## src/scg_pkg.sv

```systemverilog
// Constants shared by the system clock and noise guard block
package scg_pkg;

  // ----------------------------------------------------------------
  // Register indices (byte address is four times the index)
  // ----------------------------------------------------------------
  localparam logic [7:0] IDX_SYS_CTRL0 = 8'hE0;
  localparam logic [7:0] IDX_SYS_CTRL1 = 8'hE1;
  localparam logic [7:0] IDX_SYS_CTRL2 = 8'hE2;
  localparam logic [7:0] IDX_NOISE_CONTROL = 8'hE3;
  localparam logic [7:0] IDX_PROTECT_KEY_ONE = 8'hE4;
  localparam logic [7:0] IDX_PROTECT_KEY_TWO = 8'hE5;
  localparam logic [7:0] IDX_ROM_WRITE_DETECT = 8'hE6;
  localparam logic [7:0] IDX_QUADRUPLER_CONTROL = 8'hE8;
  localparam logic [7:0] IDX_MULTIPLIER_TRIM = 8'hE9;
  localparam logic [7:0] IDX_PORT_D5_CTRL = 8'hF0;

  // ----------------------------------------------------------------
  // Reset values
  // ----------------------------------------------------------------
  localparam logic [7:0] RST_SYS_CTRL0 = 8'hA0;
  localparam logic [7:0] RST_SYS_CTRL1 = 8'h04;
  localparam logic [7:0] RST_SYS_CTRL2 = 8'h2C;
  localparam logic [7:0] RST_NOISE_CONTROL = 8'h23;
  localparam logic [7:0] RST_ROM_WRITE_DETECT = 8'h00;
  localparam logic [7:0] RST_QUADRUPLER_CONTROL = 8'h00;
  localparam logic [7:0] RST_MULTIPLIER_TRIM = 8'h13;
  localparam logic [7:0] RST_PORT_D5_CTRL = 8'h00;
  localparam logic [2:0] RST_GEAR_SHIFT = 3'h4;

  // ----------------------------------------------------------------
  // Field positions
  // ----------------------------------------------------------------
  localparam int B_HIGH_OSC_ENABLE = 7;
  localparam int B_LOW_OSC_ENABLE = 6;
  localparam int B_WARMUP_RUN = 2;
  localparam int B_PRESCALER_LSB = 0;
  localparam int B_CLOCK_SOURCE_SELECT = 3;
  localparam int B_GEAR_LSB = 0;
  localparam int B_CLOCK_OUT_SELECT = 6;
  localparam int B_WARMUP_LEN_LSB = 4;
  localparam int B_PROTECT = 7;
  localparam int B_DISPLAY_CLOCK_SOURCE = 6;
  localparam int B_EXTERNAL_CLOCK_IN = 2;
  localparam int B_HIGH_OSC_DRIVE = 1;
  localparam int B_LOW_OSC_DRIVE = 0;
  localparam int B_DETECT_EN_MSB = 6;
  localparam int B_WRITE_FLAG_MSB = 2;
  localparam int B_QUAD_ACTION_LSB = 6;
  localparam int B_QUAD_LOCK_FLAG = 5;
  localparam int B_QUAD_LOCK_TIME = 4;
  localparam int B_PORT_D5_FUNCTION = 1;
  localparam int B_PORT_D5_DATA = 0;

  // ----------------------------------------------------------------
  // Codes, keys and timing counts (oscillator ticks)
  // ----------------------------------------------------------------
  localparam logic [7:0] KEY_A = 8'h5A;
  localparam logic [7:0] KEY_B = 8'hA5;
  localparam logic [1:0] QA_STOP = 2'h0;
  localparam logic [1:0] QA_LOCK = 2'h1;
  localparam logic [1:0] QA_QUAD = 2'h2;
  localparam logic [1:0] PS_BASE = 2'h0;
  localparam logic [1:0] PS_HIGH16 = 2'h2;
  localparam logic [1:0] HS_DEEP_IDLE = 2'h2;
  localparam logic [1:0] HS_STOP = 2'h3;
  localparam int unsigned WARM_SHORT_TICKS = 256;
  localparam int unsigned WARM_MID_TICKS = 16384;
  localparam int unsigned WARM_LONG_TICKS = 65536;
  localparam int unsigned LOCK_LONG_TICKS = 4096;
  localparam int unsigned LOCK_SHORT_TICKS = 1024;
  localparam int unsigned TMR_W = 17;

  typedef enum logic [3:0] {
    KS_IDLE = 4'b0001,
    KS_HALF = 4'b0010,
    KS_FIRST = 4'b0100,
    KS_SECOND = 4'b1000
  } scg_key_e;

endpackage

```

## src/scg_tmr_if.sv

```systemverilog
// Control bundle between the block and one tick timer
`timescale 1ns/100ps
`default_nettype none
interface scg_tmr_if;
  logic start;
  logic tick;
  logic [16:0] limit;
  logic busy;
  modport ctl (output start, output tick, output limit, input busy);
  modport tmr (input start, input tick, input limit, output busy);
endinterface
`default_nettype wire

```

## src/scg_clock_ctrl.sv

```systemverilog
// System clock controller with noise guard and APB register file
`timescale 1ns/100ps
`default_nettype none

module scg_clock_ctrl
  import scg_pkg::*;
#(
  parameter int unsigned WARM_MID = WARM_MID_TICKS,
  parameter int unsigned WARM_LONG = WARM_LONG_TICKS
)(
  input wire logic pclk,
  input wire logic presetn,
  input wire logic psel,
  input wire logic penable,
  input wire logic pwrite,
  input wire logic [11:0] paddr,
  input wire logic [31:0] pwdata,
  output logic [31:0] prdata,
  output logic pready,
  output logic pslverr,
  input wire logic high_osc_tick,
  input wire logic low_osc_tick,
  input wire logic quadrupled_tick,
  input wire logic [1:0] halt_state,
  input wire logic bus_wr_strobe,
  input wire logic [23:0] bus_wr_addr,
  output logic high_osc_enable,
  output logic low_osc_enable,
  output logic high_osc_drive,
  output logic low_osc_drive,
  output logic external_clock_in,
  output logic display_clock_source,
  output logic quad_run,
  output logic [7:0] quad_trim,
  output logic state_clock_en,
  output logic base_fast_en,
  output logic prescale_en,
  output logic clock_out_pin,
  output logic guard_violation_irq,
  output logic rom_write_irq
);
  // ----------------------------------------------------------------
  // Declarations
  // ----------------------------------------------------------------
  logic [7:0] sys0_q;
  logic [7:0] sys1_q;
  logic [7:0] sys2_q;
  logic [7:0] noise_q;
  logic [7:0] romdet_q;
  logic [7:0] qctl_q;
  logic [7:0] trim_q;
  logic [7:0] portd_q;
  logic protect_q;
  scg_key_e key_q;
  logic pready_q;
  logic pslverr_q;
  logic [31:0] prdata_q;
  logic setup;
  logic wr_do;
  logic mapped;
  logic guarded;
  logic wr_ok;
  logic [7:0] idx;
  logic [7:0] wbyte;
  logic [7:0] rd_val;
  logic warm_on_low_q;
  logic sel_low_q;
  logic phase_q;
  logic state_en_q;
  logic gear_tick;
  logic hsrc_tick;
  logic base_fast_clock_tick;
  logic [1:0] pre_a_q;
  logic [5:0] pre_b_q;
  logic pre_en_q;
  logic low_lvl_q;
  logic clk_out_q;
  logic viol_q;
  logic rom_irq_q;
  logic quad_run_q;
  logic [2:0] region_hit;
  logic [2:0] flag_d;
  logic [16:0] warm_limit;

  scg_tmr_if warm_if();
  scg_tmr_if lock_if();

  // ----------------------------------------------------------------
  // APB decode
  // ----------------------------------------------------------------
  assign idx = paddr[9:2];
  assign wbyte = pwdata[7:0];
  assign setup = psel && !penable && !pready_q;
  assign wr_do = psel && penable && pready_q && pwrite && !pslverr_q;

  // Map check; the upper address bits must be zero
  always_comb
  begin
    mapped = (paddr[11:10] == 2'h0) && (paddr[1:0] == 2'h0);
    unique case (idx)
      IDX_SYS_CTRL0, IDX_SYS_CTRL1, IDX_SYS_CTRL2, IDX_NOISE_CONTROL,
      IDX_PROTECT_KEY_ONE, IDX_PROTECT_KEY_TWO, IDX_ROM_WRITE_DETECT,
      IDX_QUADRUPLER_CONTROL, IDX_MULTIPLIER_TRIM, IDX_PORT_D5_CTRL: ;
      default: mapped = 1'b0;
    endcase
  end

  // Registers under the write guard
  always_comb
  begin
    unique case (idx)
      IDX_SYS_CTRL0, IDX_SYS_CTRL1, IDX_SYS_CTRL2, IDX_NOISE_CONTROL,
      IDX_ROM_WRITE_DETECT, IDX_QUADRUPLER_CONTROL,
      IDX_MULTIPLIER_TRIM: guarded = 1'b1;
      default: guarded = 1'b0;
    endcase
  end

  assign wr_ok = wr_do && !(guarded && protect_q);

  // Read view; status bits show live state, keys read as zero
  always_comb
  begin
    rd_val = 8'h00;
    unique case (idx)
      IDX_SYS_CTRL0:
        rd_val = {sys0_q[7:3], warm_if.busy, sys0_q[1:0]};
      IDX_SYS_CTRL1: rd_val = {4'h0, sys1_q[3:0]};
      IDX_SYS_CTRL2: rd_val = {1'b0, sys2_q[6:0]};
      IDX_NOISE_CONTROL: rd_val = {protect_q, noise_q[6:0]};
      IDX_ROM_WRITE_DETECT: rd_val = {1'b0, romdet_q[6:4], 1'b0, romdet_q[2:0]};
      IDX_QUADRUPLER_CONTROL:
        rd_val = {qctl_q[7:6], lock_if.busy, qctl_q[4], 4'h0};
      IDX_MULTIPLIER_TRIM: rd_val = trim_q;
      IDX_PORT_D5_CTRL: rd_val = {6'h00, portd_q[1:0]};
      default: rd_val = 8'h00;
    endcase
  end

  // Answer one cycle after setup, so the access phase never waits
  always_ff @(posedge pclk or negedge presetn)
  begin
    if (!presetn)
    begin
      pready_q <= 1'b0;
      pslverr_q <= 1'b0;
      prdata_q <= 32'h0000_0000;
    end
    else
    begin
      pready_q <= setup;
      pslverr_q <= setup && !mapped;
      if (setup)
        prdata_q <= (mapped && !pwrite) ? {24'h000000, rd_val} : 32'h0000_0000;
    end
  end

  // ----------------------------------------------------------------
  // Control registers
  // ----------------------------------------------------------------
  // Oscillator enables act alone; quadrupler order is left to software
  always_ff @(posedge pclk or negedge presetn)
  begin
    if (!presetn)
    begin
      sys0_q <= RST_SYS_CTRL0;
      sys1_q <= RST_SYS_CTRL1;
      sys2_q <= RST_SYS_CTRL2;
      portd_q <= RST_PORT_D5_CTRL;
      trim_q <= RST_MULTIPLIER_TRIM;
    end
    else if (wr_ok)
    begin
      unique case (idx)
        IDX_SYS_CTRL0: sys0_q <= {wbyte[7:3], 1'b0, wbyte[1:0]};
        IDX_SYS_CTRL1: sys1_q <= {4'h0, wbyte[3:0]};
        IDX_SYS_CTRL2: sys2_q <= {1'b0, wbyte[6:0]};
        IDX_PORT_D5_CTRL: portd_q <= {6'h00, wbyte[1:0]};
        IDX_MULTIPLIER_TRIM: trim_q <= wbyte;
        default: ;
      endcase
    end
  end

  // Noise control keeps its stored bits; the protect bit lives apart
  always_ff @(posedge pclk or negedge presetn)
  begin
    if (!presetn)
      noise_q <= RST_NOISE_CONTROL;
    else if (wr_ok && idx == IDX_NOISE_CONTROL)
      noise_q <= {1'b0, wbyte[6:0]};
  end

  // Each write applies as given; stop-after-switch takes two writes
  always_ff @(posedge pclk or negedge presetn)
  begin
    if (!presetn)
    begin
      qctl_q <= RST_QUADRUPLER_CONTROL;
      quad_run_q <= 1'b0;
    end
    else if (wr_ok && idx == IDX_QUADRUPLER_CONTROL)
    begin
      qctl_q <= {wbyte[7:6], 1'b0, wbyte[4], 4'h0};
      quad_run_q <= wbyte[7:6] != QA_STOP; // Kept in a flop so the pin is clean
    end
  end

  // ----------------------------------------------------------------
  // Write guard double key
  // ----------------------------------------------------------------
  // Any foreign write inside a key pair breaks it
  always_ff @(posedge pclk or negedge presetn)
  begin
    if (!presetn)
    begin
      key_q <= KS_IDLE;
      protect_q <= 1'b0;
    end
    else if (wr_do)
    begin
      unique case (key_q)
        KS_IDLE:
          key_q <= (idx == IDX_PROTECT_KEY_ONE && wbyte == KEY_A) ? KS_HALF : KS_IDLE;
        KS_HALF:
          key_q <= (idx == IDX_PROTECT_KEY_TWO && wbyte == KEY_B) ? KS_FIRST
                                                                  : KS_IDLE;
        KS_FIRST:
          if (idx == IDX_PROTECT_KEY_ONE)
            key_q <= (wbyte == KEY_B) ? KS_SECOND : KS_IDLE;
        KS_SECOND:
        begin
          key_q <= KS_IDLE;
          if (idx == IDX_PROTECT_KEY_TWO && wbyte == KEY_A)
            protect_q <= !protect_q;
        end
      endcase
    end
  end

  // One-cycle pulse on each blocked write
  always_ff @(posedge pclk or negedge presetn)
  begin
    if (!presetn)
      viol_q <= 1'b0;
    else
      viol_q <= wr_do && guarded && protect_q;
  end

  // ----------------------------------------------------------------
  // ROM write detection
  // ----------------------------------------------------------------
  // Region i covers the quarter whose top bits equal i+1
  genvar gi;
  generate
    for (gi = 0; gi < 3; gi++)
    begin : g_region
      assign region_hit[gi] = bus_wr_strobe && romdet_q[B_DETECT_EN_MSB - gi]
                              && bus_wr_addr[23:22] == 2'(gi + 1);
      // Hardware set wins over a clear written in the same cycle
      assign flag_d[gi] = region_hit[gi] || (romdet_q[B_WRITE_FLAG_MSB - gi]
                          && !(wr_ok && idx == IDX_ROM_WRITE_DETECT
                               && !wbyte[B_WRITE_FLAG_MSB - gi]));
    end
  endgenerate

  always_ff @(posedge pclk or negedge presetn)
  begin
    if (!presetn)
    begin
      romdet_q <= RST_ROM_WRITE_DETECT;
      rom_irq_q <= 1'b0;
    end
    else
    begin
      if (wr_ok && idx == IDX_ROM_WRITE_DETECT)
        romdet_q[6:4] <= wbyte[6:4];
      romdet_q[2:0] <= {flag_d[0], flag_d[1], flag_d[2]};
      rom_irq_q <= |region_hit;
    end
  end

  // ----------------------------------------------------------------
  // Warm-up and lock-up timers
  // ----------------------------------------------------------------
  // Reserved length code 00 is run as the longest wait
  always_comb
  begin
    unique case (sys2_q[B_WARMUP_LEN_LSB +: 2])
      2'h1: warm_limit = 17'(WARM_SHORT_TICKS);
      2'h2: warm_limit = 17'(WARM_MID);
      default: warm_limit = 17'(WARM_LONG);
    endcase
  end

  // The oscillator not feeding the state clock is the one warming up
  always_ff @(posedge pclk or negedge presetn)
  begin
    if (!presetn)
      warm_on_low_q <= 1'b0;
    else if (warm_if.start)
      warm_on_low_q <= !sys1_q[B_CLOCK_SOURCE_SELECT];
  end

  assign warm_if.start = wr_ok && idx == IDX_SYS_CTRL0 && wbyte[B_WARMUP_RUN];
  assign warm_if.tick = warm_on_low_q ? low_osc_tick : high_osc_tick;
  assign warm_if.limit = warm_limit;
  scg_tick_timer u_warm (.clk(pclk), .rst_n(presetn), .t(warm_if));

  // Lock-up runs on the raw high clock after an action 01 write
  assign lock_if.start = wr_ok && idx == IDX_QUADRUPLER_CONTROL
                         && wbyte[7:6] == QA_LOCK;
  assign lock_if.tick = high_osc_tick;
  assign lock_if.limit = qctl_q[B_QUAD_LOCK_TIME] ? 17'(LOCK_SHORT_TICKS)
                                                  : 17'(LOCK_LONG_TICKS);
  scg_tick_timer u_lock (.clk(pclk), .rst_n(presetn), .t(lock_if));

  // ----------------------------------------------------------------
  // Clock gear and state clock
  // ----------------------------------------------------------------
  // Quadrupled clock feeds the gear only in action 10
  assign hsrc_tick = (qctl_q[7:6] == QA_QUAD) ? quadrupled_tick
                                              : high_osc_tick;

  scg_gear_div u_gear (
    .clk(pclk),
    .rst_n(presetn),
    .src_tick(hsrc_tick),
    .gear(sys1_q[B_GEAR_LSB +: 3]),
    .tick_out(gear_tick)
  );

  assign base_fast_clock_tick = sel_low_q ? low_osc_tick : gear_tick;

  // Source swap only at the end of a whole state cycle
  always_ff @(posedge pclk or negedge presetn)
  begin
    if (!presetn)
    begin
      sel_low_q <= 1'b0;
      phase_q <= 1'b0;
      state_en_q <= 1'b0;
    end
    else
    begin
      state_en_q <= base_fast_clock_tick && phase_q;
      if (base_fast_clock_tick)
      begin
        phase_q <= !phase_q;
        if (phase_q)
          sel_low_q <= sys1_q[B_CLOCK_SOURCE_SELECT];
      end
    end
  end

  // ----------------------------------------------------------------
  // Prescaler source
  // ----------------------------------------------------------------
  // Reserved source codes give no prescaler ticks at all
  always_ff @(posedge pclk or negedge presetn)
  begin
    if (!presetn)
    begin
      pre_a_q <= 2'h0;
      pre_b_q <= 6'h00;
      pre_en_q <= 1'b0;
    end
    else
    begin
      if (base_fast_clock_tick)
        pre_a_q <= pre_a_q + 2'h1;
      if (hsrc_tick)
        pre_b_q <= pre_b_q + 6'h01;
      unique case (sys0_q[B_PRESCALER_LSB +: 2])
        PS_BASE: pre_en_q <= base_fast_clock_tick && pre_a_q == 2'h3;
        PS_HIGH16: pre_en_q <= hsrc_tick && pre_b_q == 6'h3F;
        default: pre_en_q <= 1'b0;
      endcase
    end
  end

  // ----------------------------------------------------------------
  // Clock output pin
  // ----------------------------------------------------------------
  // Deep idle and stop freeze the pin at its present level only when it shows the state clock phase
  always_ff @(posedge pclk or negedge presetn)
  begin
    if (!presetn)
    begin
      low_lvl_q <= 1'b0;
      clk_out_q <= 1'b0;
    end
    else
    begin
      if (low_osc_tick)
        low_lvl_q <= !low_lvl_q;
      if (!portd_q[B_PORT_D5_FUNCTION])
        clk_out_q <= portd_q[B_PORT_D5_DATA];
      else if (!sys2_q[B_CLOCK_OUT_SELECT])
        clk_out_q <= low_lvl_q;
      else if (halt_state != HS_DEEP_IDLE && halt_state != HS_STOP)
        clk_out_q <= phase_q;
    end
  end

  // ----------------------------------------------------------------
  // Outputs
  // ----------------------------------------------------------------
  assign prdata = prdata_q;
  assign pready = pready_q;
  assign pslverr = pslverr_q;
  assign high_osc_enable = sys0_q[B_HIGH_OSC_ENABLE];
  assign low_osc_enable = sys0_q[B_LOW_OSC_ENABLE];
  assign high_osc_drive = noise_q[B_HIGH_OSC_DRIVE];
  assign low_osc_drive = noise_q[B_LOW_OSC_DRIVE];
  assign external_clock_in = noise_q[B_EXTERNAL_CLOCK_IN];
  assign display_clock_source = noise_q[B_DISPLAY_CLOCK_SOURCE];
  assign quad_run = quad_run_q;
  assign quad_trim = trim_q;
  assign state_clock_en = state_en_q;
  assign base_fast_en = gear_tick;
  assign prescale_en = pre_en_q;
  assign clock_out_pin = clk_out_q;
  assign guard_violation_irq = viol_q;
  assign rom_write_irq = rom_irq_q;
endmodule
`default_nettype wire

```

## src/scg_tick_timer.sv

```systemverilog
// Tick counting timer used for oscillator warm-up and lock-up
`timescale 1ns/100ps
`default_nettype none
module scg_tick_timer
  import scg_pkg::*;
(
  input wire logic clk,
  input wire logic rst_n,
  scg_tmr_if.tmr t
);
  logic [TMR_W-1:0] cnt_q;
  logic busy_q;

  assign t.busy = busy_q;

  // Start clears the count; only ticks of the watched clock advance it
  always_ff @(posedge clk or negedge rst_n)
  begin
    if (!rst_n)
    begin
      cnt_q <= '0;
      busy_q <= 1'b0;
    end
    else if (t.start)
    begin
      cnt_q <= '0;
      busy_q <= 1'b1;
    end
    else if (busy_q && t.tick)
    begin
      if (cnt_q == t.limit - 17'h00001)
        busy_q <= 1'b0;
      cnt_q <= cnt_q + 17'h00001;
    end
  end
endmodule
`default_nettype wire

```

## src/scg_gear_div.sv

```systemverilog
// Clock gear divider producing base fast clock enable pulses
`timescale 1ns/100ps
`default_nettype none
module scg_gear_div
  import scg_pkg::*;
(
  input wire logic clk,
  input wire logic rst_n,
  input wire logic src_tick,
  input wire logic [2:0] gear,
  output logic tick_out
);
  logic [2:0] shift_q;
  logic [3:0] cnt_q;
  logic [2:0] shift_d;

  // Legal codes 000..100 map to shifts 0..4; others keep the old ratio
  always_comb
  begin
    shift_d = (gear <= 3'h4) ? gear : shift_q;
  end

  // Ratio only changes at a period boundary so no short pulse leaks
  always_ff @(posedge clk or negedge rst_n)
  begin
    if (!rst_n)
    begin
      shift_q <= RST_GEAR_SHIFT;
      cnt_q <= 4'h0;
      tick_out <= 1'b0;
    end
    else if (src_tick && cnt_q == 4'h0)
    begin
      shift_q <= shift_d;
      cnt_q <= 4'((5'h01 << shift_d) - 5'h01);
      tick_out <= 1'b1;
    end
    else
    begin
      if (src_tick)
        cnt_q <= cnt_q - 4'h1;
      tick_out <= 1'b0;
    end
  end
endmodule
`default_nettype wire

```

## config.mk

```make
export PLATFORM = sky130hd
export DESIGN_NAME = scg_clock_ctrl
export DESIGN_NICKNAME = d
export VERILOG_FILES = /design/src/scg_pkg.sv /design/src/scg_tmr_if.sv /design/src/scg_clock_ctrl.sv /design/src/scg_tick_timer.sv /design/src/scg_gear_div.sv
export SDC_FILE = /design/constraint.sdc
export NUM_CORES = 1
export LEC_CHECK = 0
export BUFFER_PORTS_ARGS = -buffer_cell sky130_fd_sc_hd__clkbuf_2
export CORE_MARGIN = 2
export CORE_UTILIZATION = 50
export CTS_BUF_LIST = sky130_fd_sc_hd__clkbuf_2 sky130_fd_sc_hd__clkbuf_4 sky130_fd_sc_hd__clkbuf_8
export DETAILED_ROUTE_END_ITERATION = 8
export PLACE_DENSITY = 0.73
export SLEW_MARGIN = 20
export SYNTH_ARGS = -nofsm -noshare
export SYNTH_HDL_FRONTEND = slang
export SYNTH_HIERARCHICAL = 1
export SYNTH_SLANG_ARGS = --single-unit
```

## constraint.sdc

```tcl
create_clock -name pclk -period 5.35 [get_ports pclk]
set_input_delay 0 -clock pclk [delete_from_list [all_inputs] [get_ports pclk]]
set_output_delay 0 -clock pclk [all_outputs]
set_load 0.1 [all_outputs]
```

After elaboration in Yosys (flattened, before gate mapping)
Index checks and enable logic that the tools add are counted.
{ "totals": {"ff_bits": 145, "in_bits": 79, "out_inout_bits": 55, "word_cells": 190} }
{ "classes": {"n_addsub": 8, "magnitude_cmp": 1, "n_eq_ne": 32, "n_shift": 1, "n_mux": 32, "reduce_logical": 83} }
{ "ops": {"columns": ["cell", "n"], "rows": [
  ["$eq 8x8->1 const B", 11],
  ["$mux 17", 4],
  ["$pmux 8 s8", 1],
  ["$logic_and 1x1->1", 41],
  ["$add 17x1->17 const B", 2],
  ["$eq 17x17->1", 2],
  ["$pmux 17 s2", 1],
  ["$reduce_and 2->1", 9],
  ["$sub 17x1->17 const B", 1],
  ["$logic_not 1->1", 16],
  ["$mux 4", 4],
  ["$pmux 4 s4", 1],
  ["$mux 1", 15],
  ["$sub 13x1->14 const B", 1],
  ["$mux 13", 1],
  ["$eq 2x2->1 const B", 6],
  ["$reduce_bool 2->1", 6],
  ["$reduce_or 10->1", 1],
  ["$eq 8x7->1 const B", 1],
  ["$mux 8", 1],
  ["$sub 4x1->4 const B", 2],
  ["$reduce_or 7->1", 1],
  ["$add 6x1->6 const B", 1],
  ["$eq 2x1->1 const B", 3],
  ["other kinds (18)", 25]
]} }

Logic depth before layout (Yosys ltp)
Gate-level depths: netlist of the first run.
{ "depth": {"depth_word": 11, "ltp_mapped": 11, "mapped_depth_nobuf": 10} }

By module
Netlist of the first run, hierarchy kept.
{ "modules_own_cells": {"columns": ["module", "instances", "cells_each", "area_each_um2", "seq_area_each_um2"], "rows": [
  ["scg_clock_ctrl", 1, 365, 4102.7, 1943.1],
  ["scg_tick_timer", 2, 167, 1426.4, 450.4],
  ["scg_gear_div", 1, 41, 400.4, 201.4]
]} }

Worst setup path before layout of the first run
No wires, ideal clock.
{ "synth_timing": {"kind": "flip-flop to flip-flop", "startpoint": "register pready_q (netlist: pready)", "endpoint": "register u_warm.cnt_q[10]", "setup_time_ps": 132, "arrival_ps": 2480, "required_ps": 5218, "path_slack_ps": 2738, "path_stages_with_launch": 7, "n_path_buf": 2, "synth_period_minus_slack_ps": 2612, "path_cell_list": "dfrtp_1 -> nand4_1 -> nor4_1 -> and2_1 -> clkbuf_1 -> clkbuf_1 -> nor2_1"} }
{ "synth_via": {"elab_chain_len": 7, "elab_cells_between_ends": 8, "cone_classes": "1 x mux; 7 x reduce/logical"} }
{ "synth_rtl": {"columns": ["item", "line_no", "text"], "rows": [
  ["from (decl)", "scg_clock_ctrl.sv:55", "logic pready_q;"],
  ["from (signal assigned)", "scg_clock_ctrl.sv:151", "pready_q <= setup;"],
  ["$logic_and 1x1->1 (*) (3 in series)", "scg_clock_ctrl.sv:94", "assign wr_do = psel && penable && pready_q && pwrite && !pslverr_q;"],
  ["$logic_and 1x1->1 (*)", "scg_clock_ctrl.sv:119", "assign wr_ok = wr_do && !(guarded && protect_q);"],
  ["$logic_and 1x1->1 (*) (2 in series)", "scg_clock_ctrl.sv:305", "assign warm_if.start = wr_ok && idx == IDX_SYS_CTRL0 && wbyte[B_WARMUP_RUN];"],
  ["net warm_if.start", "scg_tmr_if.sv:5", "logic start;"],
  ["$mux 17 / $reduce_bool 2->1 (equally long branches)", null, null],
  ["to (signal assigned)", "scg_tick_timer.sv:33", "cnt_q <= cnt_q + 17'h00001;"],
  ["to (decl)", "scg_tick_timer.sv:11", "logic [TMR_W-1:0] cnt_q;"]
]} }
Mark *: on every way through the listed nets, which the timed path passes. The rest lies on a longest branch.
A chain may end at the register's enable or synchronous reset.

Worst setup path after layout of the first run
{ "layout_timing": {"startpoint": "register qctl_q[6]", "endpoint": "register u_gear.cnt_q[1]"} }
{ "layout_via": {"elab_chain_len": 4, "elab_cells_between_ends": 5, "cone_classes": "1 x eq/ne; 2 x mux; 2 x reduce/logical"} }
{ "layout_rtl": {"columns": ["item", "line_no", "text"], "rows": [
  ["from (decl)", "scg_clock_ctrl.sv:50", "logic [7:0] qctl_q;"],
  ["from (signal assigned)", "scg_clock_ctrl.sv:204", "qctl_q <= {wbyte[7:6], 1'b0, wbyte[4], 4'h0};"],
  ["$eq 2x2->1 (*)", "scg_clock_ctrl.sv:322", "assign hsrc_tick = (qctl_q[7:6] == QA_QUAD) ? quadrupled_tick"],
  ["$mux 1 (*)", "scg_clock_ctrl.sv:322", null],
  ["net hsrc_tick", "scg_clock_ctrl.sv:71", "logic hsrc_tick;"],
  ["$logic_and 1x1->1", "scg_gear_div.sv:32", "else if (src_tick && cnt_q == 4'h0)"],
  ["$mux 4 / $reduce_bool 2->1 (equally long branches)", null, null],
  ["to (signal assigned)", "scg_gear_div.sv:35", "cnt_q <= 4'((5'h01 << shift_d) - 5'h01);"],
  ["to (signal assigned)", "scg_gear_div.sv:41", "cnt_q <= cnt_q - 4'h1;"],
  ["to (decl)", "scg_gear_div.sv:14", "logic [3:0] cnt_q;"]
]} }
Marked as above.

==> reports/qor.yml, run 1 <==
sta:
  timing.setup.tns_ns: 0
  slew_viol_final: 0
  fin_crit_ns: 2.68
  max_freq_mhz: 373
  maxSlewHeadroom_pct: 48.2
  finalCritPeriodShare_pct: 50.1
  grt_setup_unrepaired: "false"
  hold_viol: 0
  setup_violations: 0
  holdWs_ns: 0.000587
  clock_skew_ns: 0.00899
  worst_pin_slew_ns: 0.777
routing:
  drt.antenna.violating_nets: 0
  viasPerCell: 5.15
  wl_um: 16300
  wl_per_cell_um: 14.7
  dr.pass1.iters: 5
  dr_total_vias: 5742
  drtIter0Drc: 317
  remaining_drc_errors: 0
hold_path:
  hold_path_end: "clock_out_pin$_DFFE_PN0P_"
  hold_path.class: "in2reg"
  min_from: "halt_state[1]"
  hold_depth: 5
yosys:
  synth_ff_type: "dfrtp_1"
  synthArstFlopShare_pct: 100
  synth_area_um2: 7360
  synth_warnings: 6
  yosysSeqAreaShare_pct: 41.4
  syn-instance-count: 740
  syn_area_per_cell_um2: 9.94
  synth_edf_count: 0
  synth_seq_cells: 121
  synth_cell_types: 71
cells_and_area:
  drive_gt1_share_pct: 18.6
  antenna_cells: 0
  layout_common_cells: "conb_1 (134), dfrtp_1 (107), nor2_1 (75), clkbuf_2 (61), xor2_1 (52)"
  final_common_cell: "conb_1"
  fin_nets: 1005
  area_growth_pct: 17.8
setup_path:
  cp_max_fo: 8
  cp-end-kind: "register"
  r2r-end: "u_gear/cnt_q[1]$_DFFE_PN0P_"
  crit_required_ns: 5.71
  crit_type: "reg2reg"
  start_kind: "register"
  rr_worst_depth: 9
  worstPathArrival_ns: 3.04
  rrSetupSlack_ns: 2.67
  r2r-start: "qctl_q[6]$_DFFE_PN0P_"
power_and_ir_drop:
  p_seq_share_pct: 45.0
  switching_power_mw: 0.704
  p_clk_share_pct: 37.6
  internal_power_mw: 1.62
  swShare_pct: 30.3
  p_leak_nw: 4.16
  p_per_area_nw_per_um2: 268
  power.total_mw: 2.32
  vdd_ir_drop_max_uv: 256
  combPwrFrac_pct: 17.4
placed_design:
  port_buffers: 62
  dp_hpwl_um: 12100
  gp_congestion: 0.859
cts:
  clkTransAtPathRegs_ns: 0.07
  cts-root-buf: "clkbuf_8"
  clk_latency_ns: 0.44
  cts_buffer_depth: 2
  cts_buffers: 17
  clock_sinks: 121
  cts_resized: 0
  cts-htree-levels: 4
  cts_tree: "yes"
grt:
  grt_pass1_vias: 5549
  grt_remaining_overflow: 0
  grt_usage_pct: 21.8
  grt_pass1_wl_um: 27500
  grt_max_degree: 65
  antenna_found_initial: 0
floorplanning:
  ioPinCount: 134
  die_h_um: 125
  design.core.area_um2: 14500
  rows: 44
  start_util_pct: 50.8
  fp.dieW_um: 125
  dieArea_um2: 15700
run_status:
  status: "finished, final reports clean"
flow_run:
  max_cap_viol_count: 0
[worst max-delay path: stages, from the launching register on]
cell      delay (ns)
dfrtp_1         0.38
nand2b_1        0.20
mux2i_1         0.22
inv_1           0.21
or4b_1          0.47
or2_1           0.33
nor3_1          0.25
a21oi_1         0.11
ha_1            0.31
a21oi_1         0.14
[metrics by stage]
step / cells / utilization [%] / worst slack, ns / area [um2]
CTS: 1114 / 59.8 / 2.64 / 8660
finish: 1114 / 59.8 / 2.67 / 8660
global route: 1114 / 59.8 / 2.44 / 8660
floorplan: 873 / - / 2.74 / 7860
detailed placement: 1066 / 55.8 / 2.66 / 8070
global placement: 1066 / 55.8 / 2.68 / 8070
[cell usage after synthesis (4+ instances only)]
cell type / n / share of area [%]
nand2_1: 46 / 2.3
a22oi_1: 4 / 0.41
or4_1: 7 / 0.71
inv_1: 18 / 0.92
mux2i_1: 14 / 1.9
nor2_1: 75 / 3.8
o21ai_0: 23 / 1.6
a211oi_1: 4 / 0.41
o31ai_1: 4 / 0.41
clkbuf_1: 19 / 0.97
nand3b_1: 6 / 0.61
nor2b_1: 4 / 0.34
nor3_1: 27 / 1.8
or3_1: 4 / 0.34
buf_4: 24 / 2.4
nand3_1: 24 / 1.6
dfstp_2: 14 / 5.0
and4b_1: 4 / 0.54
and3_1: 16 / 1.4
mux2_2: 42 / 6.4
xnor2_1: 34 / 4.0
and4_1: 10 / 1.2
nor4b_1: 6 / 0.71
a31oi_1: 10 / 0.85
dfrtp_1: 107 / 36
ha_1: 9 / 1.5
a21oi_1: 22 / 1.5
nand2b_1: 11 / 0.94
o22ai_1: 6 / 0.51
nor4_1: 10 / 0.85
xor2_1: 52 / 6.2
o21a_1: 4 / 0.41
nor3b_1: 6 / 0.61
buf_6: 5 / 0.77
buf_2: 4 / 0.27
nand4_1: 4 / 0.34
[how the worst max path moves through the flow]
| stage | slack, ns | depth (start not counted) | end | start |
|---|---|---|---|---|
| 6_report | 2.67 | 9 | u_gear/cnt_q[1]$_DFFE_PN0P_ | qctl_q[6]$_DFFE_PN0P_ |
| 5_1_grt | 2.44 | 9 | u_gear/cnt_q[1]$_DFFE_PN0P_ | qctl_q[6]$_DFFE_PN0P_ |
| 4_1_cts | 2.64 | 9 | u_gear/cnt_q[1]$_DFFE_PN0P_ | qctl_q[6]$_DFFE_PN0P_ |
| 3_5_place_dp | 2.66 | 9 | u_gear/cnt_q[1]$_DFFE_PN0P_ | qctl_q[6]$_DFFE_PN0P_ |
| 3_3_place_gp | 2.68 | 9 | u_gear/cnt_q[1]$_DFFE_PN0P_ | qctl_q[6]$_DFFE_PN0P_ |
| 2_1_floorplan | 2.74 | 6 | u_warm/cnt_q[10]$_DFFE_PN0P_ | pready$_DFF_PN0_ |
[metal layers]
layer / up-vias / share of wire [%] / track usage (%)
li1: 2853 / - / -
met5: - / 0 / 0
met3: 33 / 4.2 / 3.34
met1: 2700 / 47 / 30.2
met4: 0 / 2.3 / 8.10
met2: 156 / 47 / 34.8
[final cells by class]
cell class,count,area [um2]
clock buffer,21,283
sequential,121,3050
inverter,19,71.3
timing repair buffer,80,488
multi-input combinational,678,4400
fill,1220,5820
tap,184,230
clock inverter,11,145
[flip-flops by register name (all words and copies together) (netlist names), 2 cells and up]
name and count:
key_q 4, noise_q 7, portd_q 2, prdata 8, pre_a_q 2, pre_b_q 6, qctl_q 3, quad_trim 8
romdet_q 6, sys0_q 7, sys1_q 4, sys2_q 7, u_gear/cnt_q 4, u_gear/shift_q 3, u_lock/cnt_q 17, u_warm/cnt_q 17
[power by group through the flow]
stage	clock, mW	sequential, mW	combinational (mW)
finish	0.873	1.05	0.403
global route	0.929	1.06	0.445
CTS	0.885	1.05	0.401
detailed placement	0	1.06	0.393
global placement	0	1.06	0.380
floorplan	0	1.10	0.277
[cell families after synthesis]
family | after synthesis | synth area share (%)
AO/OA/AOI/OAI | 106 | 9.65
buffers and inverters | 74 | 5.58
adder cells (fa/ha/maj) | 9 | 1.53
AND/OR/NAND/NOR | 283 | 22.3
multiplexers | 60 | 9.25
other | 1 | 0.0510
XOR/XNOR | 86 | 10.2
flip-flops | 121 | 41.4
[repair_timing]
action	CTS	global route
endpoints found under the hold margin	101	0
hold buffers	16	0
setup buffers	0	0
Power figures use the tool's default switching activity.
==> run 2: changes to the inputs <==
--- a/config.mk
+++ b/config.mk
@@ -5,12 +5,13 @@
 export SDC_FILE = /design/constraint.sdc
 export NUM_CORES = 1
 export LEC_CHECK = 0
+export ABC_AREA = 1
 export BUFFER_PORTS_ARGS = -buffer_cell sky130_fd_sc_hd__clkbuf_2
 export CORE_MARGIN = 2
 export CORE_UTILIZATION = 50
 export CTS_BUF_LIST = sky130_fd_sc_hd__clkbuf_2 sky130_fd_sc_hd__clkbuf_4 sky130_fd_sc_hd__clkbuf_8
 export DETAILED_ROUTE_END_ITERATION = 8
-export PLACE_DENSITY = 0.73
+export PLACE_DENSITY = 0.72
 export SLEW_MARGIN = 20
 export SYNTH_ARGS = -nofsm -noshare
 export SYNTH_HDL_FRONTEND = slang
==> constraint.sdc (replaced) <==
create_clock -name pclk -period 2.7 [get_ports pclk]
set_input_delay 0 -clock pclk [delete_from_list [all_inputs] [get_ports pclk]]
set_output_delay 0 -clock pclk [all_outputs]
set_load 0.1 [all_outputs]
==> run 2 against run 1 <==
  * Worst hold slack better by 0.039 ns
  * First-iteration DRC count is 30% higher
  * Cell count up 36%
  * Register-to-register slack got worse by 2.3 ns
  * Clock-buffer cell count rose by 9
  * Sequential share of layout area shrank 2.6 points
  * Design area up 7.9%
  * Critical endpoint is now u_warm/t.busy$_DFFE_PN0P_
  * Highest routed layer unchanged
==> reports/qor.yml, run 2 <==
floorplanning:
  ioPinCount: 134  # unchanged
  rows: 45  # was 44
  die_h_um: 130  # was 125 um
  dieArea_um2: 16800  # was 15,700 um2
  design.core.area_um2: 15300  # was 14,500 um2
  fp.dieW_um: 130  # was 125 um
  start_util_pct: 51.4  # was 50.8%
sta:
  grt_setup_unrepaired: "false"  # unchanged
  setup_violations: 0  # unchanged
  max_freq_mhz: 438  # was 373 MHz
  finalCritPeriodShare_pct: 84.6  # was 50.1%
  timing.setup.tns_ns: 0  # unchanged
  slew_viol_final: 0  # unchanged
  fin_crit_ns: 2.29  # was 2.68 ns
  setup_ws_ns: 0.415  # was 2.67 ns
  worst_pin_slew_ns: 0.640  # was 0.777 ns
  hold_viol: 0  # unchanged
  maxSlewHeadroom_pct: 57.2  # was 48.2%
  clock_skew_ns: 0.0150  # was 0.00899 ns
routing:
  wl_um: 18700  # was 16,300 um
  dr.pass1.iters: 5  # unchanged
  route.met2.wl_um: 8820  # was 7650 um
  drtIter0Drc: 411  # was 317
  viasPerCell: 4.80  # was 5.15
  dr_total_vias: 7253  # was 5,742
  remaining_drc_errors: 0  # unchanged
  wl_per_cell_um: 12.4  # was 14.7 um
  maxUsedRoutingLayer: "met4"  # unchanged
  dr_wl_met3_um: 1040  # was 688 um
  drt.antenna.violating_nets: 0  # unchanged
  wl_met1_um: 8410  # was 7620 um
cells_and_area:
  layout_common_cells: "nand2_1 (292), inv_1 (139), conb_1 (116), nor2_1 (114), dfrtp_1 (105)"  # was conb_1 (134), dfrtp_1 (107), nor2_1 (75), clkbuf_2 (61), xor2_1 (52)
  reg_top3: "u_lock/cnt_q x17, u_warm/cnt_q x17"  # unchanged
  antenna_cells: 0  # unchanged
  multi_input_area_um2: 4430  # was 4400 um2
  final_common_cell: "nand2_1"  # was conb_1
  area_growth_pct: 18.7  # was 17.8%
  fin_cells: 1512  # was 1,114
  regArea_um2: 3050  # about the same
  fin_nets: 1376  # was 1,005
  n_fill_cell: 1474  # was 1,220
  drive_gt1_share_pct: 15.3  # was 18.6%
yosys:
  synthArstFlopShare_pct: 100  # unchanged
  synth_seq_cells: 121  # unchanged
  syn-instance-count: 1093  # was 740
  synth_warnings: 6  # unchanged
  syn_area_per_cell_um2: 7.21  # was 9.94 um2
  yosysSeqAreaShare_pct: 38.7  # was 41.4%
  synth.most_common_cell: "nand2_1"  # was dfrtp_1
  synth_area_leaders: "dfrtp_1 (34%), nand2_1 (14%), inv_1 (6.6%), nor2_1 (5.4%), o21ai_0 (4.9%)"  # was dfrtp_1 (36%), mux2_2 (6.4%), xor2_1 (6.2%), dfstp_2 (5.0%), xnor2_1 (4.0%)
  synth_top_area_share_pct: 34.0  # was 36.4%
  synth_edf_count: 0  # unchanged
  synth_cell_types: 48  # was 71
  synth_ff_type: "dfrtp_1"  # unchanged
  synth.top_cells.by_count: "nand2_1 (292), inv_1 (139), nor2_1 (114), dfrtp_1 (107), o21ai_0 (77)"  # was dfrtp_1 (107), nor2_1 (75), xor2_1 (52), nand2_1 (46), mux2_2 (42)
  synth_area_leader_cell: "dfrtp_1"  # unchanged
  synth_area_um2: 7880  # was 7360 um2
cts:
  clkTransAtPathRegs_ns: 0.07  # about the same
  cts_buffer_depth: 2  # unchanged
  cts_buffers: 17  # unchanged
  cts_tree: "yes"  # unchanged
  cts-root-buf: "clkbuf_8"  # unchanged
  cts-htree-levels: 4  # unchanged
  clock_sinks: 121  # unchanged
  clk_latency_ns: 0.43  # was 0.44 ns
  postCtsSetupBuffers: 0  # unchanged
grt:
  grt_pass1_wl_um: 31700  # was 27,500 um
  grt_max_degree: 59  # was 65
  grt_usage_pct: 23.7  # was 21.8%
  grt_pass1_vias: 6835  # was 5,549
  antenna_found_initial: 0  # unchanged
  grt_remaining_overflow: 0  # unchanged
hold_path:
  hold_path.class: "in2reg"  # unchanged
placed_design:
  gp_congestion: 0.880  # was 0.859
  port_buffers: 62  # unchanged
  dp_hpwl_um: 14200  # was 12,100 um
  dp_slack_ns: 0.222  # was 2.66 ns
  dp.cells: 1459  # was 1,066
run_status:
  status: "finished, final reports clean"  # unchanged
setup_path:
  crit_type: "reg2reg"  # unchanged
  cp_max_fo: 5  # was 8
  worstPathArrival_ns: 2.60  # was 3.04 ns
  cp-end-kind: "register"  # unchanged
  crit_required_ns: 3.02  # was 5.71 ns
  start_kind: "register"  # unchanged
power_and_ir_drop:
  vdd_ir_drop_max_uv: 325  # was 256 uV
  p_per_area_nw_per_um2: 474  # was 268 nW/um2
  p_leak_nw: 4.99  # was 4.16 nW
flow_run:
  max_cap_viol_count: 0  # unchanged
==> run 2: worst paths after layout <==
check / from / to / slack, ns / depth (start not counted)
setup / recovery: pslverr$_DFF_PN0_ / u_warm/t.busy$_DFFE_PN0P_ / 0.41 / 16
min in group asynchronous: presetn / u_warm/cnt_q[4]$_DFFE_PN0P_ / 0.07 / 2
max in group asynchronous: presetn / sys0_q[7]$_DFFE_PN1P_ / 1.81 / 3
setup reg to reg: pslverr$_DFF_PN0_ / u_warm/t.busy$_DFFE_PN0P_ / 0.41 / 16
hold / removal: paddr[1] / prdata[3]$_DFFE_PN0P_ / 0.04 / 4
hold reg to reg: u_gear/shift_q[2]$_DFFE_PN1N_ / u_gear/shift_q[2]$_DFFE_PN1N_ / 0.47 / 2
==> run 2: repair_timing <==
action,4_1_cts,5_1_grt
hold endpoints to repair,137,0
hold buffers,21,0
gates resized for setup,0,0
==> run 2: kinds of logic after synthesis <==
kind of cell	share of synthesized area (%)
simple gates	34.6
other cells	0.0476
compound gates	9.88
flops	38.7
fa+ha+maj	1.43
mux	0.286
xor+xnor	4.46
buf+inv	10.6
==> run 2: area by class of cell <==
type,instances,share of cell area [%]
well taps,211,2.82
clock buffers,30,3.88
flip-flops and latches,121,32.6
inverters,152,6.10
repair buffers,100,7.09
multi-input cells,896,47.4
clock inverters,2,0.134
==> run 2: worst max-delay path, cell delays in order (launching register included) <==
cell and delay (ns):
dfrtp_2 0.40, nor2_1 0.10, nand3_1 0.15, inv_1 0.15
nand4_1 0.18, inv_1 0.11, inv_1 0.05, nand2_1 0.21
nand3_1 0.11, nor2_1 0.13, nand2_1 0.06, nor2_1 0.09
nand2_1 0.06, nor2_1 0.11, nand3_1 0.12, nand2_1 0.08
nand2_1 0.05
==> run 2: layer usage <==
layer / track usage [%] / vias to the layer above
met5: 0 / -
met2: 39.3 / 216
met1: 31.5 / 3247
met4: 8.35 / 0
met3: 4.34 / 34
li1: - / 3756
==> run 2: per-stage QoR <==
step                      hold WS (ns)  cell area (um2)  util, %  power (mW)
after floorplan                 -0.296             8310        -        2.75
after global placement         -0.0281             8760     57.2        2.89
after detailed placement       -0.0288             8760     57.2        2.91
after CTS                       0.0120             9350     61.0        4.47
after global routing            0.0588             9350     61.0        4.66
final                           0.0391             9350     61.0        4.44
==> run 2: power by group <==
part | total (mW) | switching [mW] | internal (mW)
sequential | 2.05 | 0.0919 | 1.96
clock | 1.53 | 0.687 | 0.840
combinational | 0.858 | 0.609 | 0.249
total | 4.44 | 1.39 | 3.05
==> run 3: changes to the inputs <==
--- a/config.mk
+++ b/config.mk
@@ -11,7 +11,7 @@
 export CORE_UTILIZATION = 50
 export CTS_BUF_LIST = sky130_fd_sc_hd__clkbuf_2 sky130_fd_sc_hd__clkbuf_4 sky130_fd_sc_hd__clkbuf_8
 export DETAILED_ROUTE_END_ITERATION = 8
-export PLACE_DENSITY = 0.72
+export PLACE_DENSITY = 0.75
 export SLEW_MARGIN = 20
 export SYNTH_ARGS = -nofsm -noshare
 export SYNTH_HDL_FRONTEND = slang
==> constraint.sdc (replaced) <==
create_clock -name pclk -period 2.08 [get_ports pclk]
set_input_delay 0 -clock pclk [delete_from_list [all_inputs] [get_ports pclk]]
set_output_delay 0 -clock pclk [all_outputs]
set_load 0.1 [all_outputs]
==> run 3 against run 2 <==
  * Cell count up 1.5%
  * Clock-buffer cell count down 5
  * First-iteration DRC count increased by 20%
  * Register-to-register slack got worse by 0.36 ns
  * Clock skew shrank 0.0026 ns
  * Worst hold slack better by 0.0036 ns
  * Sequential power grew 30%
  * Utilization increased by 2.3 points
  * Largest power group unchanged
==> reports/qor.yml, run 3 (synthesis gave the netlist of run 2 again) <==
run_status:
  status: "finished, final reports clean"  # unchanged
hold_path:
  hold_path_end: "prdata[7]$_DFFE_PN0P_"  # was prdata[3]$_DFFE_PN0P_
  hold_depth: 4  # unchanged
  hold_path.class: "in2reg"  # unchanged
  min_from: "paddr[1]"  # unchanged
setup_path:
  rr_worst_depth: 18  # was 16
  rrSetupSlack_ns: 0.06  # was 0.41 ns
  r2r-end: "u_lock/t.busy$_DFFE_PN0P_"  # was u_warm/t.busy$_DFFE_PN0P_
  critPathLaunch: "pslverr$_DFF_PN0_"  # unchanged
  r2r-start: "pslverr$_DFF_PN0_"  # unchanged
  start_kind: "register"  # unchanged
  crit_type: "reg2reg"  # unchanged
  crit_required_ns: 2.41  # was 3.02 ns
  cp-end-kind: "register"  # unchanged
  cp_max_fo: 5  # unchanged
  worstPathArrival_ns: 2.35  # was 2.60 ns
cells_and_area:
  drive_gt1_share_pct: 18.3  # was 15.3%
  fin_nets: 1399  # was 1,376
  reg_top3: "u_lock/cnt_q x17, u_warm/cnt_q x17"  # unchanged
  n_fill_cell: 1372  # was 1,474
  antenna_cells: 0  # unchanged
  layout_common_cells: "nand2_1 (289), inv_1 (133), conb_1 (116), nor2_1 (109), dfrtp_1 (105)"  # was nand2_1 (292), inv_1 (139), conb_1 (116), nor2_1 (114), dfrtp_1 (105)
  area_growth_pct: 23.1  # was 18.7%
  fin_cells: 1535  # was 1,512
  final_common_cell: "nand2_1"  # unchanged
placed_design:
  gp_congestion: 0.896  # was 0.880
  dp_hpwl_um: 14600  # was 14,200 um
  dp_slack_ns: -0.0741  # was 0.222 ns
  port_buffers: 62  # unchanged
  dp.cells: 1479  # was 1,459
power_and_ir_drop:
  p_clk_share_pct: 38.7  # was 34.4%
  internal_power_mw: 4.35  # was 3.05 mW
  p_leak_nw: 5.14  # was 4.99 nW
  p_per_area_nw_per_um2: 640  # was 474 nW/um2
  p_seq_share_pct: 42.9  # was 46.2%
  swShare_pct: 29.9  # was 31.3%
  combPwrFrac_pct: 18.4  # was 19.3%
  switching_power_mw: 1.86  # was 1.39 mW
  vdd_ir_drop_max_uv: 469  # was 325 uV
sta:
  fin_crit_ns: 2.02  # was 2.29 ns
  max_freq_mhz: 495  # was 438 MHz
  setup_ws_ns: 0.0589  # was 0.415 ns
  finalCritPeriodShare_pct: 97.2  # was 84.6%
  holdWs_ns: 0.0427  # was 0.0391 ns
  hold_viol: 0  # unchanged
  timing.setup.tns_ns: 0  # unchanged
  maxSlewHeadroom_pct: 60.4  # was 57.2%
  grt_setup_unrepaired: "true"  # was false
  worst_pin_slew_ns: 0.589  # was 0.640 ns
  slew_viol_final: 0  # unchanged
  clock_skew_ns: 0.0123  # was 0.0150 ns
  setup_violations: 0  # unchanged
grt:
  grt_usage_pct: 24.0  # was 23.7%
  grt_pass1_wl_um: 31500  # was 31,700 um
  grt_max_degree: 69  # was 59
  grt_pass1_vias: 6552  # was 6,835
  antenna_found_initial: 0  # unchanged
  grt_remaining_overflow: 0  # unchanged
cts:
  cts_buffer_depth: 2  # unchanged
  clk_latency_ns: 0.44  # was 0.43 ns
  clock_sinks: 121  # unchanged
  cts-htree-levels: 4  # unchanged
  cts_buffers: 17  # unchanged
  cts_tree: "yes"  # unchanged
  clkTransAtPathRegs_ns: 0.07  # about the same
  cts-root-buf: "clkbuf_8"  # unchanged
floorplanning:
  design.core.area_um2: 15300  # unchanged
  start_util_pct: 51.4  # unchanged
  rows: 45  # unchanged
  dieArea_um2: 16800  # unchanged
  die_h_um: 130  # unchanged
  fp.dieW_um: 130  # unchanged
  ioPinCount: 134  # unchanged
routing:
  wl_per_cell_um: 12.6  # was 12.4 um
  drtIter0Drc: 494  # was 411
  wl_um: 19300  # was 18,700 um
  dr_total_vias: 7334  # was 7,253
  drt.antenna.violating_nets: 0  # unchanged
  remaining_drc_errors: 0  # unchanged
  viasPerCell: 4.78  # was 4.80
  dr.pass1.iters: 8  # was 5
flow_run:
  max_cap_viol_count: 0  # unchanged
-- run 3: cell count changes in the layout (fill, tap and decap cells not counted), moves of 4 or more --
cell       before  now
inv_2          12   18
nand3_1        73   69
nor2_1        114  109
bufinv_16       0    4
buf_4          17   40
inv_1         139  133
-- run 3: layer usage --
layer,track usage (%),up-vias,share of wire (%)
met5,0,-,0
met4,10.2,0,3.2
met3,4.25,48,5.1
met2,39.3,225,48
met1,31.5,3278,44
li1,-,3783,-
-- run 3: what timing repair did --
action | 4_1_cts | 5_1_grt
cloned | 0 | 0
hold buffers | 20 | 0
setup endpoints to repair | 5 | 10
pin swaps | 1 | 3
resized for setup | 4 | 10
buffers inserted | 2 | 2
hold endpoints to repair | 168 | 0
-- run 3: worst max-delay path by stage --
| stage | to | slack, ns |
|---|---|---|
| after floorplan | u_lock/t.busy$_DFFE_PN0P_ | -0.20 |
| after global placement | u_lock/t.busy$_DFFE_PN0P_ | -0.07 |
| after global routing | u_lock/t.busy$_DFFE_PN0P_ | -0.15 |
| final | u_lock/t.busy$_DFFE_PN0P_ | 0.06 |
| after CTS | u_lock/t.busy$_DFFE_PN0P_ | 0.006 |
| after detailed placement | u_lock/t.busy$_DFFE_PN0P_ | -0.07 |
-- run 3: layout make-up --
cell class                      instances  area, um2  area share, %
Sequential cell                       121       3050           31.5
Clock buffer                           25        313           3.23
Timing Repair Buffer                  123        846           8.72
Multi-Input combinational cell        896       4510           46.5
Tap cell                              211        264           2.72
Clock inverter                          7        140           1.45
Inverter                              152        571           5.88
-- run 3: stage by stage --
stage | util, % | power (mW) | area, um2
finish | 63.3 | 6.20 | 9700
global route | 63.3 | 6.51 | 9700
CTS | 63.0 | 6.22 | 9640
detailed placement | 58.5 | 3.80 | 8960
global placement | 58.5 | 3.77 | 8960
floorplan | - | 3.57 | 8340
-- run 3: power groups by stage --
stage	clock (mW)	combinational [mW]	sequential, mW
2_1_floorplan	0	0.787	2.79
3_3_place_gp	0	1.07	2.70
3_5_place_dp	0	1.10	2.70
4_1_cts	2.43	1.14	2.66
5_1_grt	2.54	1.28	2.68
6_report	2.40	1.14	2.66
-- run 3: worst max-delay path: stages, from the launching register on --
cell and delay [ns]:
dfrtp_4 0.49, nor2_4 0.12, nand3_4 0.12, inv_2 0.09, nand3_2 0.08, inv_2 0.09, nand2_4 0.05, nor2_4 0.09
inv_2 0.06, nand2_4 0.09, nand3_2 0.08, nor2_2 0.09, nand2_1 0.05, nor2_1 0.08, nand2_1 0.05, nor2_1 0.08
nand3_1 0.09, nand2_1 0.06, nand2_1 0.04
